===== src/include/vdcc_pkg.sv =====
// Constants, field layouts and carrier types for the video decoder channel control bank.
package vdcc_pkg;

  localparam int unsigned VDCC_CHANNELS  = 4;
  localparam int unsigned VDCC_ADDR_W    = 8;
  localparam int unsigned VDCC_DATA_W    = 8;
  localparam logic [1:0]  VDCC_CH_LSB    = 2'h0;

  // Register indices within one channel quarter.
  localparam logic [5:0] VDCC_REG_STATUS  = 6'h00;
  localparam logic [5:0] VDCC_REG_STD     = 6'h01;
  localparam logic [5:0] VDCC_REG_LOOP    = 6'h02;
  localparam logic [5:0] VDCC_REG_XHS     = 6'h03;
  localparam logic [5:0] VDCC_REG_XHL     = 6'h04;
  localparam logic [5:0] VDCC_REG_YHS     = 6'h05;
  localparam logic [5:0] VDCC_REG_YHL     = 6'h06;
  localparam logic [5:0] VDCC_REG_HHIGH   = 6'h07;
  localparam logic [5:0] VDCC_REG_HSW     = 6'h08;
  localparam logic [5:0] VDCC_REG_XVS     = 6'h09;
  localparam logic [5:0] VDCC_REG_XVL     = 6'h0a;
  localparam logic [5:0] VDCC_REG_YVS     = 6'h0b;
  localparam logic [5:0] VDCC_REG_YVL     = 6'h0c;
  localparam logic [5:0] VDCC_REG_VHIGH   = 6'h0d;
  localparam logic [5:0] VDCC_REG_SYNC    = 6'h0e;
  localparam logic [5:0] VDCC_REG_HUE     = 6'h0f;
  localparam logic [5:0] VDCC_REG_SAT     = 6'h10;
  localparam logic [5:0] VDCC_REG_CONTRAST_ADJUST    = 6'h11;
  localparam logic [5:0] VDCC_REG_BRT     = 6'h12;
  localparam logic [5:0] VDCC_REG_CHROMA  = 6'h13;

  // Reset values of the fields.
  localparam logic [9:0] VDCC_RST_HSTART  = 10'h020;
  localparam logic [9:0] VDCC_RST_HLEN    = 10'h2d0;
  localparam logic [5:0] VDCC_RST_HSW     = 6'h20;
  localparam logic [8:0] VDCC_RST_VSTART  = 9'h006;
  localparam logic [8:0] VDCC_RST_VLINES  = 9'h0f0;
  localparam logic [2:0] VDCC_RST_PLLSPD  = 3'h4;
  localparam logic [7:0] VDCC_RST_MID     = 8'h80;
  localparam logic [1:0] VDCC_RST_LOOPSPD = 2'h1;
  localparam logic [1:0] VDCC_RST_CHROMA_LOWPASS_SEL    = 2'h1;
  localparam logic [1:0] VDCC_RST_ACC     = 2'h3;
  localparam logic [2:0] VDCC_RST_STD     = 3'h0;

  // Fixed bits that read back from the standard, loop and sync control registers.
  localparam logic [1:0] VDCC_LOOP_FIXED  = 2'h2;
  localparam logic [1:0] VDCC_STD_FIXED   = 2'h1;
  localparam logic [1:0] VDCC_SYNC_FIXED  = 2'h2;

  // Status inputs of one channel from the decoder core.
  typedef struct packed {
    logic color_present_flag;
    logic color_locked;
    logic gain_locked;
    logic clamp_loop_locked;
    logic line_pll_locked;
    logic field_rate_flag;
    logic nonstandard_flag;
  } vdcc_status_t;

  // Decoder settings of one channel.
  typedef struct packed {
    logic       manual_standard_sel;
    logic [2:0] standard_code;
    logic       agc_enable;
    logic       setup_level_sel;
    logic [1:0] gain_loop_speed;
    logic [1:0] offset_loop_speed;
    logic [9:0] x_h_window_start;
    logic [9:0] x_h_window_length;
    logic [9:0] y_h_window_start;
    logic [9:0] y_h_window_length;
    logic [5:0] line_sync_width;
    logic [8:0] x_v_window_start;
    logic [8:0] x_v_window_lines;
    logic [8:0] y_v_window_start;
    logic [8:0] y_v_window_lines;
    logic       line_pll_manual;
    logic [2:0] line_pll_speed;
    logic [1:0] field_flag_source;
    logic       frame_sync_align;
    logic       field_flag_polarity;
    logic       line_sync_polarity;
    logic       frame_sync_polarity;
    logic [7:0] hue;
    logic [7:0] chroma_gain;
    logic [7:0] luma_gain;
    logic [7:0] luma_offset;
    logic [1:0] if_comp_sel;
    logic [1:0] chroma_lowpass_sel;
    logic [1:0] acc_loop_speed;
    logic [1:0] apc_loop_speed;
  } vdcc_config_t;

  // Effective controls steered by the bank into the decoder core.
  typedef struct packed {
    logic       force_standard;
    logic       pll_auto_track;
    logic [2:0] pll_speed_eff;
    logic [1:0] field_accum_sel;
    logic       field_from_video;
  } vdcc_steer_t;

endpackage


===== src/logic/vdcc_bank.sv =====
// Register bank for the four channel copies of the decoder controls and status.
//
// The implementer's own choice: the strobed register port.
`timescale 1ns/1ps

module vdcc_bank
  import vdcc_pkg::*;
#(
  parameter int unsigned CHANNELS = VDCC_CHANNELS
)
(
  input  wire logic                         clk_in,
  input  wire logic                         rst_n_in,
  input  wire logic [VDCC_ADDR_W-1:0]       addr_in,
  input  wire logic [VDCC_DATA_W-1:0]       wdata_in,
  input  wire logic                         wr_in,
  input  wire logic                         rd_in,
  output logic      [VDCC_DATA_W-1:0]       rdata_out,
  input  wire vdcc_status_t [CHANNELS-1:0]  status_in,
  input  wire logic [CHANNELS-1:0]          video_present_in,
  input  wire logic [CHANNELS-1:0]          raw_field_in,
  input  wire logic [CHANNELS-1:0]          raw_hsync_in,
  input  wire logic [CHANNELS-1:0]          raw_vsync_in,
  input  wire logic [CHANNELS-1:0]          hs_aligned_vsync_in,
  input  wire logic [CHANNELS-1:0]          hs_aligned_field_in,
  output vdcc_config_t [CHANNELS-1:0]       config_out,
  output vdcc_steer_t  [CHANNELS-1:0]       steer_out,
  output logic      [CHANNELS-1:0]          field_flag_out,
  output logic      [CHANNELS-1:0]          hsync_out,
  output logic      [CHANNELS-1:0]          vsync_out
);

  // Channel select is the top two address bits, the register index the low six.
  logic [1:0] ch_sel;
  logic [5:0] reg_idx;

  assign ch_sel  = addr_in[7:6];
  assign reg_idx = addr_in[5:0];

  vdcc_config_t [CHANNELS-1:0] cfg;
  vdcc_status_t [CHANNELS-1:0] stat_q;
  logic [CHANNELS-1:0]         fld_q;
  logic [CHANNELS-1:0]         hs_q;
  logic [CHANNELS-1:0]         vs_q;

  assign config_out = cfg;

  genvar g;
  generate
    for (g = 0; g < CHANNELS; g++)
    begin : gen_ch
      logic wr_here;

      // The genvar is cast rather than sliced, which a strict front end refuses.
      assign wr_here = wr_in && (ch_sel == 2'(g));

      // Software writes to this channel's settings; status is not writable.
      always_ff @(posedge clk_in or negedge rst_n_in)
      begin
        if (!rst_n_in)
        begin
          cfg[g].manual_standard_sel <= 1'b0;
          cfg[g].standard_code       <= VDCC_RST_STD;
          cfg[g].agc_enable          <= 1'b0;
          cfg[g].setup_level_sel     <= 1'b0;
          cfg[g].gain_loop_speed     <= VDCC_RST_LOOPSPD;
          cfg[g].offset_loop_speed   <= VDCC_RST_LOOPSPD;
          cfg[g].x_h_window_start    <= VDCC_RST_HSTART;
          cfg[g].y_h_window_start    <= VDCC_RST_HSTART;
          cfg[g].x_h_window_length   <= VDCC_RST_HLEN;
          cfg[g].y_h_window_length   <= VDCC_RST_HLEN;
          cfg[g].line_sync_width     <= VDCC_RST_HSW;
          cfg[g].x_v_window_start    <= VDCC_RST_VSTART;
          cfg[g].y_v_window_start    <= VDCC_RST_VSTART;
          cfg[g].x_v_window_lines    <= VDCC_RST_VLINES;
          cfg[g].y_v_window_lines    <= VDCC_RST_VLINES;
          cfg[g].line_pll_manual     <= 1'b0;
          cfg[g].line_pll_speed      <= VDCC_RST_PLLSPD;
          cfg[g].field_flag_source   <= 2'h0;
          cfg[g].frame_sync_align    <= 1'b0;
          cfg[g].field_flag_polarity <= 1'b0;
          cfg[g].line_sync_polarity  <= 1'b0;
          cfg[g].frame_sync_polarity <= 1'b0;
          cfg[g].hue                 <= VDCC_RST_MID;
          cfg[g].chroma_gain         <= VDCC_RST_MID;
          cfg[g].luma_gain           <= VDCC_RST_MID;
          cfg[g].luma_offset         <= VDCC_RST_MID;
          cfg[g].if_comp_sel         <= 2'h0;
          cfg[g].chroma_lowpass_sel  <= VDCC_RST_CHROMA_LOWPASS_SEL;
          cfg[g].acc_loop_speed      <= VDCC_RST_ACC;
          cfg[g].apc_loop_speed      <= VDCC_RST_ACC;
        end
        else if (wr_here)
        begin
          unique case (reg_idx)
            VDCC_REG_STD:
            begin
              cfg[g].manual_standard_sel <= wdata_in[7];
              cfg[g].standard_code       <= wdata_in[6:4];
            end
            VDCC_REG_LOOP:
            begin
              cfg[g].agc_enable        <= wdata_in[7];
              cfg[g].setup_level_sel   <= wdata_in[6];
              cfg[g].gain_loop_speed   <= wdata_in[3:2];
              cfg[g].offset_loop_speed <= wdata_in[1:0];
            end
            VDCC_REG_XHS:   cfg[g].x_h_window_start[7:0]  <= wdata_in;
            VDCC_REG_XHL:   cfg[g].x_h_window_length[7:0] <= wdata_in;
            VDCC_REG_YHS:   cfg[g].y_h_window_start[7:0]  <= wdata_in;
            VDCC_REG_YHL:   cfg[g].y_h_window_length[7:0] <= wdata_in;
            VDCC_REG_HHIGH:
            begin
              cfg[g].y_h_window_length[9:8] <= wdata_in[7:6];
              cfg[g].y_h_window_start[9:8]  <= wdata_in[5:4];
              cfg[g].x_h_window_length[9:8] <= wdata_in[3:2];
              cfg[g].x_h_window_start[9:8]  <= wdata_in[1:0];
            end
            VDCC_REG_HSW:   cfg[g].line_sync_width <= wdata_in[5:0];
            VDCC_REG_XVS:   cfg[g].x_v_window_start[7:0] <= wdata_in;
            VDCC_REG_XVL:   cfg[g].x_v_window_lines[7:0] <= wdata_in;
            // Path Y limits are left to software; values are stored as written.
            VDCC_REG_YVS:   cfg[g].y_v_window_start[7:0] <= wdata_in;
            VDCC_REG_YVL:   cfg[g].y_v_window_lines[7:0] <= wdata_in;
            VDCC_REG_VHIGH:
            begin
              cfg[g].line_pll_manual     <= wdata_in[7];
              cfg[g].line_pll_speed      <= wdata_in[6:4];
              cfg[g].y_v_window_lines[8] <= wdata_in[3];
              cfg[g].y_v_window_start[8] <= wdata_in[2];
              cfg[g].x_v_window_lines[8] <= wdata_in[1];
              cfg[g].x_v_window_start[8] <= wdata_in[0];
            end
            VDCC_REG_SYNC:
            begin
              cfg[g].field_flag_source   <= wdata_in[7:6];
              cfg[g].frame_sync_align    <= wdata_in[5];
              cfg[g].field_flag_polarity <= wdata_in[4];
              cfg[g].line_sync_polarity  <= wdata_in[3];
              cfg[g].frame_sync_polarity <= wdata_in[2];
            end
            VDCC_REG_HUE:   cfg[g].hue         <= wdata_in;
            VDCC_REG_SAT:   cfg[g].chroma_gain <= wdata_in;
            VDCC_REG_CONTRAST_ADJUST:  cfg[g].luma_gain   <= wdata_in;
            VDCC_REG_BRT:   cfg[g].luma_offset <= wdata_in;
            VDCC_REG_CHROMA:
            begin
              cfg[g].if_comp_sel        <= wdata_in[7:6];
              cfg[g].chroma_lowpass_sel <= wdata_in[5:4];
              cfg[g].acc_loop_speed     <= wdata_in[3:2];
              cfg[g].apc_loop_speed     <= wdata_in[1:0];
            end
            default:
            begin
            end
          endcase
        end
      end

      // Status is registered once so a read sees a stable snapshot.
      always_ff @(posedge clk_in or negedge rst_n_in)
      begin
        if (!rst_n_in)
          stat_q[g] <= '0;
        else
          stat_q[g] <= status_in[g];
      end

      // Standard, PLL and field source steering into the decoder core.
      always_comb
      begin
        // Without video the chosen standard is used for free-running as well.
        steer_out[g].force_standard   = cfg[g].manual_standard_sel
                                        || !video_present_in[g];
        steer_out[g].pll_auto_track   = !cfg[g].line_pll_manual;
        steer_out[g].pll_speed_eff    = cfg[g].line_pll_speed;
        steer_out[g].field_accum_sel  = cfg[g].field_flag_source;
        steer_out[g].field_from_video = (cfg[g].field_flag_source == 2'h0);
      end

      // Sync and field outputs: pick the alignment for frame sync and field, then apply polarity.
      // Raw syncs are active high; raw field is high in odd fields.
      always_ff @(posedge clk_in or negedge rst_n_in)
      begin
        if (!rst_n_in)
        begin
          fld_q[g] <= 1'b0;
          hs_q[g]  <= 1'b1;
          vs_q[g]  <= 1'b1;
        end
        else
        begin
          fld_q[g] <= (cfg[g].frame_sync_align ? hs_aligned_field_in[g] : raw_field_in[g])
                      ^ cfg[g].field_flag_polarity;
          hs_q[g]  <= raw_hsync_in[g] ~^ cfg[g].line_sync_polarity;
          vs_q[g]  <= (cfg[g].frame_sync_align ? hs_aligned_vsync_in[g] : raw_vsync_in[g])
                      ~^ cfg[g].frame_sync_polarity;
        end
      end
    end
  endgenerate

  assign field_flag_out = fld_q;
  assign hsync_out      = hs_q;
  assign vsync_out      = vs_q;

  // Read mux; unmapped indices read zero.
  logic [VDCC_DATA_W-1:0] next_rdata;

  always_comb
  begin
    vdcc_config_t c;
    vdcc_status_t s;
    c = cfg[ch_sel];
    s = stat_q[ch_sel];
    next_rdata = '0;
    unique case (reg_idx)
      VDCC_REG_STATUS: next_rdata = {3'h0, s.color_present_flag, s.color_locked,
                                     s.gain_locked, s.clamp_loop_locked,
                                     s.line_pll_locked};
      VDCC_REG_STD:    next_rdata = {c.manual_standard_sel, c.standard_code,
                                     VDCC_STD_FIXED, s.nonstandard_flag,
                                     s.field_rate_flag};
      VDCC_REG_LOOP:   next_rdata = {c.agc_enable, c.setup_level_sel, VDCC_LOOP_FIXED,
                                     c.gain_loop_speed, c.offset_loop_speed};
      VDCC_REG_XHS:    next_rdata = c.x_h_window_start[7:0];
      VDCC_REG_XHL:    next_rdata = c.x_h_window_length[7:0];
      VDCC_REG_YHS:    next_rdata = c.y_h_window_start[7:0];
      VDCC_REG_YHL:    next_rdata = c.y_h_window_length[7:0];
      VDCC_REG_HHIGH:  next_rdata = {c.y_h_window_length[9:8], c.y_h_window_start[9:8],
                                     c.x_h_window_length[9:8], c.x_h_window_start[9:8]};
      VDCC_REG_HSW:    next_rdata = {2'h0, c.line_sync_width};
      VDCC_REG_XVS:    next_rdata = c.x_v_window_start[7:0];
      VDCC_REG_XVL:    next_rdata = c.x_v_window_lines[7:0];
      VDCC_REG_YVS:    next_rdata = c.y_v_window_start[7:0];
      VDCC_REG_YVL:    next_rdata = c.y_v_window_lines[7:0];
      VDCC_REG_VHIGH:  next_rdata = {c.line_pll_manual, c.line_pll_speed,
                                     c.y_v_window_lines[8], c.y_v_window_start[8],
                                     c.x_v_window_lines[8], c.x_v_window_start[8]};
      VDCC_REG_SYNC:   next_rdata = {c.field_flag_source, c.frame_sync_align,
                                     c.field_flag_polarity, c.line_sync_polarity,
                                     c.frame_sync_polarity, VDCC_SYNC_FIXED};
      VDCC_REG_HUE:    next_rdata = c.hue;
      VDCC_REG_SAT:    next_rdata = c.chroma_gain;
      VDCC_REG_CONTRAST_ADJUST:   next_rdata = c.luma_gain;
      VDCC_REG_BRT:    next_rdata = c.luma_offset;
      VDCC_REG_CHROMA: next_rdata = {c.if_comp_sel, c.chroma_lowpass_sel,
                                     c.acc_loop_speed, c.apc_loop_speed};
      default:         next_rdata = '0;
    endcase
  end

  // Read data stands only in the cycle after the read strobe.
  always_ff @(posedge clk_in or negedge rst_n_in)
  begin
    if (!rst_n_in)
      rdata_out <= '0;
    else if (rd_in)
      rdata_out <= next_rdata;
    else
      rdata_out <= '0;
  end

endmodule


===== config.mk =====
export PLATFORM = sky130hd
export DESIGN_NAME = vdcc_bank
export DESIGN_NICKNAME = d
export VERILOG_FILES = /design/src/include/vdcc_pkg.sv /design/src/logic/vdcc_bank.sv
export SDC_FILE = /design/constraint.sdc
export NUM_CORES = 1
export LEC_CHECK = 0
export BUFFER_PORTS_ARGS = -buffer_cell sky130_fd_sc_hd__buf_4
export CORE_AREA = 4 4 269 271
export DETAILED_ROUTE_END_ITERATION = 12
export DIE_AREA = 0 0 273 275
export PLACE_DENSITY_LB_ADDON = 0.1
export SLEW_MARGIN = 20
export SYNTH_ARGS = -nofsm -noshare
export SYNTH_HDL_FRONTEND = slang
export SYNTH_SLANG_ARGS = --single-unit

===== constraint.sdc =====
create_clock -name clk_in -period 1.9 [get_ports clk_in]
set_clock_uncertainty 0.1 [all_clocks]
set_input_delay 0.285 -clock clk_in [delete_from_list [all_inputs] [get_ports clk_in]]
set_output_delay 0.285 -clock clk_in [all_outputs]
set_load 0.01 [all_outputs]

==> results_dict.tcl, run 1 <==
set metrics [dict create \
    outcome "finished, final reports clean" \
    finalHoldViolations 0 \
    cts-root-buf "clkbuf_16" \
    finalSetupViolations 0 \
    layoutNonFillerInstCount 3849 \
    coreArea_sq_mm 0.0698 \
    swShare_pct 25.4 \
    dp_hpwl_microns 90700 \
    timing.fmax_mhz 528 \
    yosysSeqAreaShare_pct 56.0 \
    drive_above_1_share_pct 71.7 \
    worstPathCellList "mux4_2 > nand3_1 > nand4_1 > nor4_1 > a21oi_1" \
    grt_antenna_before_repair 5 \
    peakVddDrop_mv 0.768 \
    period_share_pct 99.7 \
    ys_warn_count 0 \
    die_w_microns 273 \
    power.internal_mw 25.2 \
    final_max_slew_viol_count 0 \
    placed_area_sq_mm 0.0379 \
    grt_pass1_wl_microns 169000 \
    synth-main-ff-cell "dfrtp_1" \
    synth_edf_count 0 \
    cts_sinks 616 \
    fin_area_sq_mm 0.0411 \
    power_density_mw_per_mm2 823 \
    drv_cap 0 \
    start_kind "register" \
    grt_pass1_vias 22440 \
    cts_made_buffers 71 \
    cts_tree "built" \
    sequentialPowerShare_pct 42.8 \
    viasPerCell 5.50 \
    area_growth_pct 47.5 \
    p_switching_mw 8.60 \
    fill_cells 5564 \
    path_max_fanout 3 \
    die_y_microns 275 \
    synth_area_leader_cell "dfrtp_1" \
    synth_area_sq_mm 0.0279 \
    worst_pin_slew_ns 1.01 \
    totalWireLength_microns 120000 \
    io_pins 692 \
    final_core_util_pct 58.9 \
    initial_core_util_pct 39.9 \
    regArea_sq_mm 0.0156 \
    yosysMostFrequentCell "mux2_2" \
    p_total_mw 33.8 \
    grt_overflow 0 \
    syn_nets 1834 \
    drtPass1Iterations 5 \
    synth_top_area_share_pct 42.0 \
    slew_headroom_pct 32.4 \
    multi_input_area_sq_mm 0.0118 \
    grt_max_degree 99 \
    cts.clk_slew.worst_paths_ns 0.06 \
    hold_path_class "in -> async" \
    tns_ns 0 \
    hold_ws_ns 0.0678 \
    synth_cell_types 43 \
    post-place-ws_ns -0.616 \
    avgSynthCellArea_sq_um 15.8 \
    fin_crit_ns 1.90 \
    pwr-share-comb_pct 13.1 \
    cts.htree.levels 3 \
    crit_required_ns 2.27 \
    synthSimpleGateAreaFrac_pct 3.77 \
    die_area_sq_mm 0.0751 \
    yosys-top-cells-count "mux2_2, dfrtp_1, mux4_2, dfstp_2, clkbuf_1" \
    fin_nets 2920 \
    rsz0062_at_grt "yes" \
    timing.final.ws_setup_ns 0.00493 \
    wl_per_cell_microns 31.1 \
    p_leak_nw 20.3 \
    antenna_left 0 \
    ys_ff_latch 616 \
    num_rows 97 \
    drtIter0Drc 1268 \
    io_buffer_count 691 \
    critPathArrivalTime_ns 2.27 \
    clk-insertion-delay-late_ns 0.62 \
    synthXorXnorAreaFrac_pct 0.377 \
    synth_area_leaders "dfrtp_1, mux2_2, dfstp_2, mux4_2, mux2_1" \
    max_stage_delay_ns 0.50 \
    track_usage_pct 31.4 \
    synth_compound_area_share_pct 1.98 \
    clockPowerShare_pct 44.1 \
    synthMuxAreaShare_pct 35.3 \
    clk_path_buf_depth 3 \
    gp_congestion 0.900 \
    async_flop_share_pct 100 \
    vias 21161 \
    synth_top_family_by_area "multiplexers" \
    end_kind "register" \
    slowest_stage "mux4_2" \
    yosys.area_share.adder_pct 0 \
    drc_errors 0 \
    place_inst 3657 \
    path_class "reg -> reg" \
    synth_cells 1762 \
]
[layer usage]
metal | track usage [%] | vias to the layer above | routed length (microns)
li1 | - | 8809 | -
met1 | 39.7 | 11344 | 47400
met2 | 53.7 | 809 | 60100
met3 | 7.13 | 197 | 7620
met4 | 11.1 | 2 | 4620
met5 | 0 | - | 13
[cells by family after synthesis]
group / after synthesis
muxes: 725
AOI/OAI and AO/OA: 75
and+or+nand+nor: 180
DFF: 616
xor gates and xnor gates: 12
buffers and inverters: 154
[sequential cells by signal, indices dropped and copies added (netlist names)]
| name | count |
|---|---|
| config_out | 568 |
| vsync_out | 4 |
| field_flag_out | 4 |
| stat_q | 28 |
| hsync_out | 4 |
| rdata_out | 8 |
[final timing paths]
path	start	depth (start not counted)	slack (ns)	endpoint
min	rst_n_in	2	0.07	config_out[536]$_DFFE_PN0P_
min in group clk_in	wdata_in[5]	2	0.12	config_out[91]$_DFFE_PN1P_
min reg2reg	config_out[41]$_DFFE_PN0P_	1	0.42	hsync_out[0]$_DFF_PN1_
max in group asynchronous	rst_n_in	3	0.74	config_out[154]$_DFFE_PN0P_
max	config_out[372]$_DFFE_PN0P_	5	0.005	rdata_out[2]$_DFF_PN0_
max reg2reg	config_out[372]$_DFFE_PN0P_	5	0.005	rdata_out[2]$_DFF_PN0_
[worst max-delay path, delay by kind of cell, from the launching register on]
| family | cells | cell delay, ns |
|---|---|---|
| AOI/OAI and AO/OA | 1 | 0.11 |
| muxes | 1 | 0.50 |
| and+or+nand+nor | 3 | 0.61 |
| DFF | 1 | 0.43 |
[layout by cell type, fill, tap and decap left out, drive strengths merged, types with 5 or more instances in the layout]
cell type	n
a21oi	14
a22o	8
a22oi	22
a31oi	11
a32oi	14
and2	15
and3	13
and4	12
buf	1113
bufinv	12
clkbuf	96
clkinv	14
dfrtp	468
dfstp	148
dlygate4sd3	50
inv	10
mux2	568
mux2i	8
mux4	149
nand2	64
nand3	24
nand4	5
nor2	28
xnor2	8
[power groups by stage]
stage	Sequential (mW)	Combinational (mW)	Clock, mW
global route	14.5	4.67	15.7
finish	14.5	4.42	14.9
CTS	14.5	4.44	15.2
detailed placement	14.7	4.34	0
floorplan	14.8	1.38	0
global placement	14.7	4.28	0
[area by class of cell]
type                    count  area share, %
flip-flops and latches    616           38.0
multi-input cells         992           28.7
repair buffers           1163           24.2
clock buffers              96           4.87
well taps                 940           2.86
clock inverters            34           1.33
inverters                   4         0.0365
diodes                      4         0.0244
[what timing repair did]
action,in CTS,in global routing
resized for setup,10,15
hold buffers,50,0
setup buffers,1,7
setup endpoints to repair,5,7
pin swaps,1,7
hold endpoints to repair,390,0
(Power assumes the default switching activity.)
==> run 2: changes to the inputs <==
--- a/config.mk
+++ b/config.mk
@@ -6,9 +6,9 @@
 export NUM_CORES = 1
 export LEC_CHECK = 0
 export BUFFER_PORTS_ARGS = -buffer_cell sky130_fd_sc_hd__buf_4
-export CORE_AREA = 4 4 269 271
+export CORE_AREA = 4 4 263 265
 export DETAILED_ROUTE_END_ITERATION = 12
-export DIE_AREA = 0 0 273 275
+export DIE_AREA = 0 0 267 269
 export PLACE_DENSITY_LB_ADDON = 0.1
 export SLEW_MARGIN = 20
 export SYNTH_ARGS = -nofsm -noshare
==> run 2 against run 1 <==
  * Sequential power is essentially flat
  * Non-clock buffer count shrank 53
  * Cell count shrank 3.3%
  * Register-to-register slack is essentially flat
  * Core utilization grew 1.5 points
  * Global-route usage grew 1.0 points
  * Sequential share of layout area grew 0.72 points
  * Fmax shrank 0.16%
  * Worst hold slack gained 0.065 ns
  * Routed wire length shrank 1.1%
  * Final area shrank 1.9%
  * Clock-buffer cell count grew 7
  * Largest cell class unchanged
==> results_dict.tcl, run 2 (synthesis gave the netlist of run 1 again) <==
set metrics [dict create \
    fin_nets 2865 \
    grt_pass1_wl_microns 167000 \
    tns_ns 0 \
    clk-insertion-delay-late_ns 0.62 \
    io_buffer_count 691 \
    coreArea_sq_mm 0.0668 \
    power_density_mw_per_mm2 815 \
    die_w_microns 267 \
    max_stage_delay_ns 0.54 \
    dp_hpwl_microns 89500 \
    drtPass1Iterations 5 \
    io_pins 692 \
    path_delay_family "compound AO/OA/AOI/OAI gates" \
    p_total_mw 32.9 \
    rsz0062_at_grt "yes" \
    track_usage_pct 32.5 \
    placed_area_sq_mm 0.0373 \
    peakVddDrop_mv 0.619 \
    cpMostUsedCell "a31oi_1" \
    path_class "reg -> reg" \
    drive_above_1_share_pct 70.8 \
    slowest_stage "mux4_2" \
    post-place-ws_ns -0.693 \
    cts.clk_slew.worst_paths_ns 0.06 \
    cts_sinks 616 \
    slew_headroom_pct 31.5 \
    totalWireLength_microns 118000 \
    hold_path_class "in -> reg" \
    outcome "finished, final reports clean" \
    cts_tree "built" \
    cts_made_buffers 69 \
    worst_pin_slew_ns 1.03 \
    grt_max_degree 73 \
    fin_crit_ns 1.90 \
    timing.fmax_mhz 527 \
    area_growth_pct 44.7 \
    initial_core_util_pct 41.7 \
    hold_ws_ns 0.133 \
    finalHoldViolations 0 \
    layout_commonest_cell "buf_4" \
    grt_pass1_vias 22156 \
    final_max_slew_viol_count 0 \
    end_kind "register" \
    p_leak_nw 19.9 \
    layout_common_cells "buf_4, mux2_2, dfrtp_1, mux4_2, dfstp_2" \
    timing.final.ws_setup_ns 0.00182 \
    place_inst 3541 \
    drtIter0Drc 1837 \
    antenna_left 0 \
    largest_register_ff_count 568 \
    gp_congestion 0.922 \
    crit_required_ns 2.26 \
    layoutNonFillerInstCount 3722 \
    num_rows 95 \
    clk_path_buf_depth 3 \
    grt_antenna_before_repair 1 \
    finalSetupViolations 0 \
    critPathArrivalTime_ns 2.26 \
    drc_errors 0 \
    cts-root-buf "clkbuf_16" \
    vias 21098 \
    fill_cells 5244 \
    start_kind "register" \
    die_y_microns 269 \
    viasPerCell 5.67 \
    path_max_fanout 3 \
    fin_area_sq_mm 0.0403 \
    period_share_pct 99.9 \
    die_area_sq_mm 0.0718 \
    critPathBufInv 0 \
    grt_overflow 0 \
    drv_cap 0 \
    wl_per_cell_microns 31.8 \
    cts.htree.levels 3 \
    worstPathCellList "mux4_2 > a32o_2 > a31oi_1 > a31oi_1" \
    final_core_util_pct 60.4 \
]
run 2: changes by cell type in the layout (fill, tap and decap cells not counted), sizes merged, moves of 2 or more:
cell / delta
clkbuf: +7
diode: -3
buf: -52
bufinv: -4
clkinvlp: -2
clkinv: -4
run 2: final timing paths:
check / slack, ns / endpoint / cells after the start / startpoint
worst max-delay path: 0.002 / rdata_out[5]$_DFF_PN0_ / 4 / config_out[463]$_DFFE_PN0P_
worst min-delay path: 0.13 / config_out[286]$_DFFE_PN1P_ / 2 / wdata_in[2]
worst max register to register: 0.002 / rdata_out[5]$_DFF_PN0_ / 4 / config_out[463]$_DFFE_PN0P_
worst min register to register: 0.39 / hsync_out[0]$_DFF_PN1_ / 1 / config_out[41]$_DFFE_PN0P_
max in group asynchronous: 0.66 / config_out[375]$_DFFE_PN1P_ / 3 / rst_n_in
min in group asynchronous: 0.15 / rdata_out[7]$_DFF_PN0_ / 2 / rst_n_in
run 2: metal layers:
metal / GRT usage, % / up-vias / share of wire [%]
met1: 41.2 / 11287 / 39
met4: 10.6 / 0 / 3.7
li1: - / 8702 / -
met3: 7.80 / 178 / 7.3
met5: 0 / - / 0
met2: 55.3 / 931 / 50
run 2: repair_timing:
action,CTS,global route
hold endpoints to repair,194,0
hold buffers,49,0
endpoints found under the setup margin,4,7
pin swaps,1,5
buffers inserted,0,5
resized for setup,8,14
run 2: report_power, final:
part / total, mW / switching [mW] / internal [mW]
registers: 14.5 / 0.632 / 13.9
clock network: 14.0 / 5.52 / 8.53
logic: 4.31 / 2.15 / 2.16
run 2: cell type report:
class | count | area [sq um] | share of cell area, %
sequential | 616 | 15600 | 38.7
multi-input combinational | 992 | 11800 | 29.2
timing repair buffer | 1110 | 9480 | 23.5
clock buffer | 103 | 2040 | 5.05
tap | 873 | 1090 | 2.71
clock inverter | 23 | 334 | 0.828
inverter | 4 | 15.0 | 0.0372
antenna | 1 | 2.50 | 0.00621
run 2: worst register-to-register path, cell delays in order, from the launching register on:
cell and delay [ns]:
dfrtp_1 0.42, mux4_2 0.54, a32o_2 0.35, a31oi_1 0.22
a31oi_1 0.12
==> run 3: changes to the inputs <==
--- a/config.mk
+++ b/config.mk
@@ -6,10 +6,10 @@
 export NUM_CORES = 1
 export LEC_CHECK = 0
 export BUFFER_PORTS_ARGS = -buffer_cell sky130_fd_sc_hd__buf_4
-export CORE_AREA = 4 4 263 265
+export CORE_AREA = 2 2 269 271
 export DETAILED_ROUTE_END_ITERATION = 12
-export DIE_AREA = 0 0 267 269
-export PLACE_DENSITY_LB_ADDON = 0.1
+export DIE_AREA = 0 0 271 273
+export PLACE_DENSITY = 0.64
 export SLEW_MARGIN = 20
 export SYNTH_ARGS = -nofsm -noshare
 export SYNTH_HDL_FRONTEND = slang
==> run 3 against run 2 <==
  * The run now ends with setup timing left
  * Via count is 1.2% higher
  * Worst hold slack got worse by 0.074 ns
  * Sequential power about the same
  * Largest cell class unchanged
  * Fmax fell by 1.7%
  * Sequential share of layout area is 0.33 points lower
  * Global-route usage down 1.2 points
  * Worst setup slack lost 0.033 ns
==> results_dict.tcl, run 3 (synthesis gave the netlist of run 1 again) <==
set metrics [dict create \
    num_rows 98 \
    clockPowerShare_pct 42.0 \
    power.internal_mw 24.1 \
    clk-insertion-delay-late_ns 0.62 \
    power_density_mw_per_mm2 800 \
    timing.fmax_mhz 518 \
    r2r_slack_ns -0.03 \
    grt_overflow 0 \
    end_kind "register" \
    start_kind "register" \
    cts_made_buffers 71 \
    path_max_fanout 3 \
    io_pins 692 \
    p_leak_nw 20.1 \
    die_y_microns 273 \
    vias 21349 \
    outcome "complete, but fails checks" \
    cts.clk_slew.worst_paths_ns 0.06 \
    cts_sinks 616 \
    largest_register_ff_count 568 \
    worst_pin_slew_ns 1.04 \
    grt_antenna_before_repair 4 \
    drv_cap 0 \
    initial_core_util_pct 39.2 \
    cts.htree.levels 3 \
    path_class "reg -> reg" \
    io_buffer_count 691 \
    die_area_sq_mm 0.0740 \
    p_switching_mw 8.47 \
    r2r-end "rdata_out[1]$_DFF_PN0_" \
    layout_common_cells "buf_4, mux2_2, dfrtp_1, mux4_2, dfstp_2" \
    viasPerCell 5.53 \
    cts_tree "built" \
    period_share_pct 102 \
    r2r-start "config_out[451]$_DFFE_PN0P_" \
    finalHoldViolations 0 \
    grt_pass1_wl_microns 166000 \
    die_w_microns 271 \
    area_growth_pct 46.0 \
    fin_area_sq_mm 0.0407 \
    gp_congestion 0.940 \
    critPathArrivalTime_ns 2.30 \
    totalWireLength_microns 117000 \
    drive_above_1_share_pct 71.0 \
    grt_pass1_vias 22353 \
    layout_commonest_cell "buf_4" \
    drc_errors 0 \
    sequentialPowerShare_pct 44.4 \
    clk_path_buf_depth 3 \
    coreArea_sq_mm 0.0710 \
    wl_per_cell_microns 30.3 \
    drtPass1Iterations 5 \
    crit_required_ns 2.27 \
    cts-root-buf "clkbuf_16" \
    fin_crit_ns 1.93 \
    peakVddDrop_mv 0.770 \
    violations "setup timing" \
    r2r_cells 4 \
    grt_max_degree 89 \
    swShare_pct 26.0 \
    slew_headroom_pct 30.4 \
    finalSetupViolations 2 \
    fin_nets 2924 \
    dp_hpwl_microns 88400 \
    pwr-share-comb_pct 13.6 \
    final_max_slew_viol_count 0 \
    antenna_left 0 \
    timing.final.ws_setup_ns -0.0312 \
    rsz0062_at_grt "yes" \
    drtIter0Drc 1558 \
    tns_ns -0.0557 \
    placed_area_sq_mm 0.0377 \
    track_usage_pct 31.2 \
    hold_path_class "in -> async" \
]
## run 3: changes by cell type in the layout (fill, tap and decap cells not counted), moves of 2 or more
cell / before / now
a31oi_1: 9 / 11
a31oi_2: 2 / 0
clkbuf_1: 18 / 24
a32oi_1: 11 / 13
inv_16: 0 / 2
buf_12: 81 / 74
a22oi_1: 20 / 18
a22oi_2: 2 / 4
bufinv_16: 8 / 2
diode_2: 1 / 3
buf_4: 977 / 1042
a21oi_1: 12 / 14
a21oi_2: 2 / 0
## run 3: power groups by stage
stage,combinational (mW),sequential [mW],clock (mW)
2_1_floorplan,1.38,14.8,0
3_3_place_gp,4.29,14.6,0
3_5_place_dp,4.36,14.7,0
4_1_cts,4.46,14.4,13.8
5_1_grt,4.67,14.5,14.4
6_report,4.43,14.4,13.6
## run 3: what timing repair did
action / CTS / global route
buffers inserted: 0 / 7
setup endpoints to repair: 7 / 7
resized for setup: 9 / 6
pin swaps: 2 / 5
hold buffers: 49 / 0
endpoints found under the hold margin: 430 / 0
## run 3: how the worst max path moves through the flow
stage,depth (start not counted),to,slack [ns],start
6_report,4,rdata_out[1]$_DFF_PN0_,-0.03,config_out[451]$_DFFE_PN0P_
5_1_grt,5,rdata_out[1]$_DFF_PN0_,-0.07,config_out[549]$_DFFE_PN0P_
4_1_cts,5,rdata_out[0]$_DFF_PN0_,0.003,config_out[450]$_DFFE_PN0P_
3_5_place_dp,7,rdata_out[3]$_DFF_PN0_,-0.76,addr_in[6]
3_3_place_gp,7,rdata_out[3]$_DFF_PN0_,-0.74,addr_in[6]
2_1_floorplan,6,config_out[289]$_DFFE_PN0P_,-0.09,addr_in[6]
## run 3: area by class of cell
class,count,area (sq um)
Multi-Input combinational cell,992,11700
Fill cell,5734,30300
Timing Repair Buffer,1167,9820
Clock buffer,111,2100
Antenna cell,3,7.51
Sequential cell,616,15600
Tap cell,950,1190
Clock inverter,21,214
Inverter,4,15.0
## run 3: worst max-delay path, cell delays in order, from the launching register on
cell and delay, ns:
dfrtp_1 0.41, mux4_2 0.57, a22o_1 0.27, nor4_2 0.31, a21oi_1 0.11
## run 3: stage by stage
step           utilization [%]  setup WS, ns  hold slack [ns]  total power [mW]  cells
3_5_place_dp              53.2        -0.755            0.120              19.0   3674
2_1_floorplan                -       -0.0876           -0.111              16.2   1762
3_3_place_gp              53.2        -0.743            0.121              18.9   3674
5_1_grt                   57.3       -0.0680           0.0837              33.5   3864
4_1_cts                   57.2       0.00305           0.0578              32.7   3855
6_report                  57.3       -0.0312           0.0592              32.5   3864
## run 3: layer usage
layer	wire [microns]	vias to the layer above	global-route usage (%)	part of all wire (%)
li1	-	8790	-	-
met1	45600	11490	39.0	39
met2	59000	873	53.2	50
met3	7950	194	7.13	6.8
met4	4600	2	11.2	3.9
met5	17	-	0	0.014
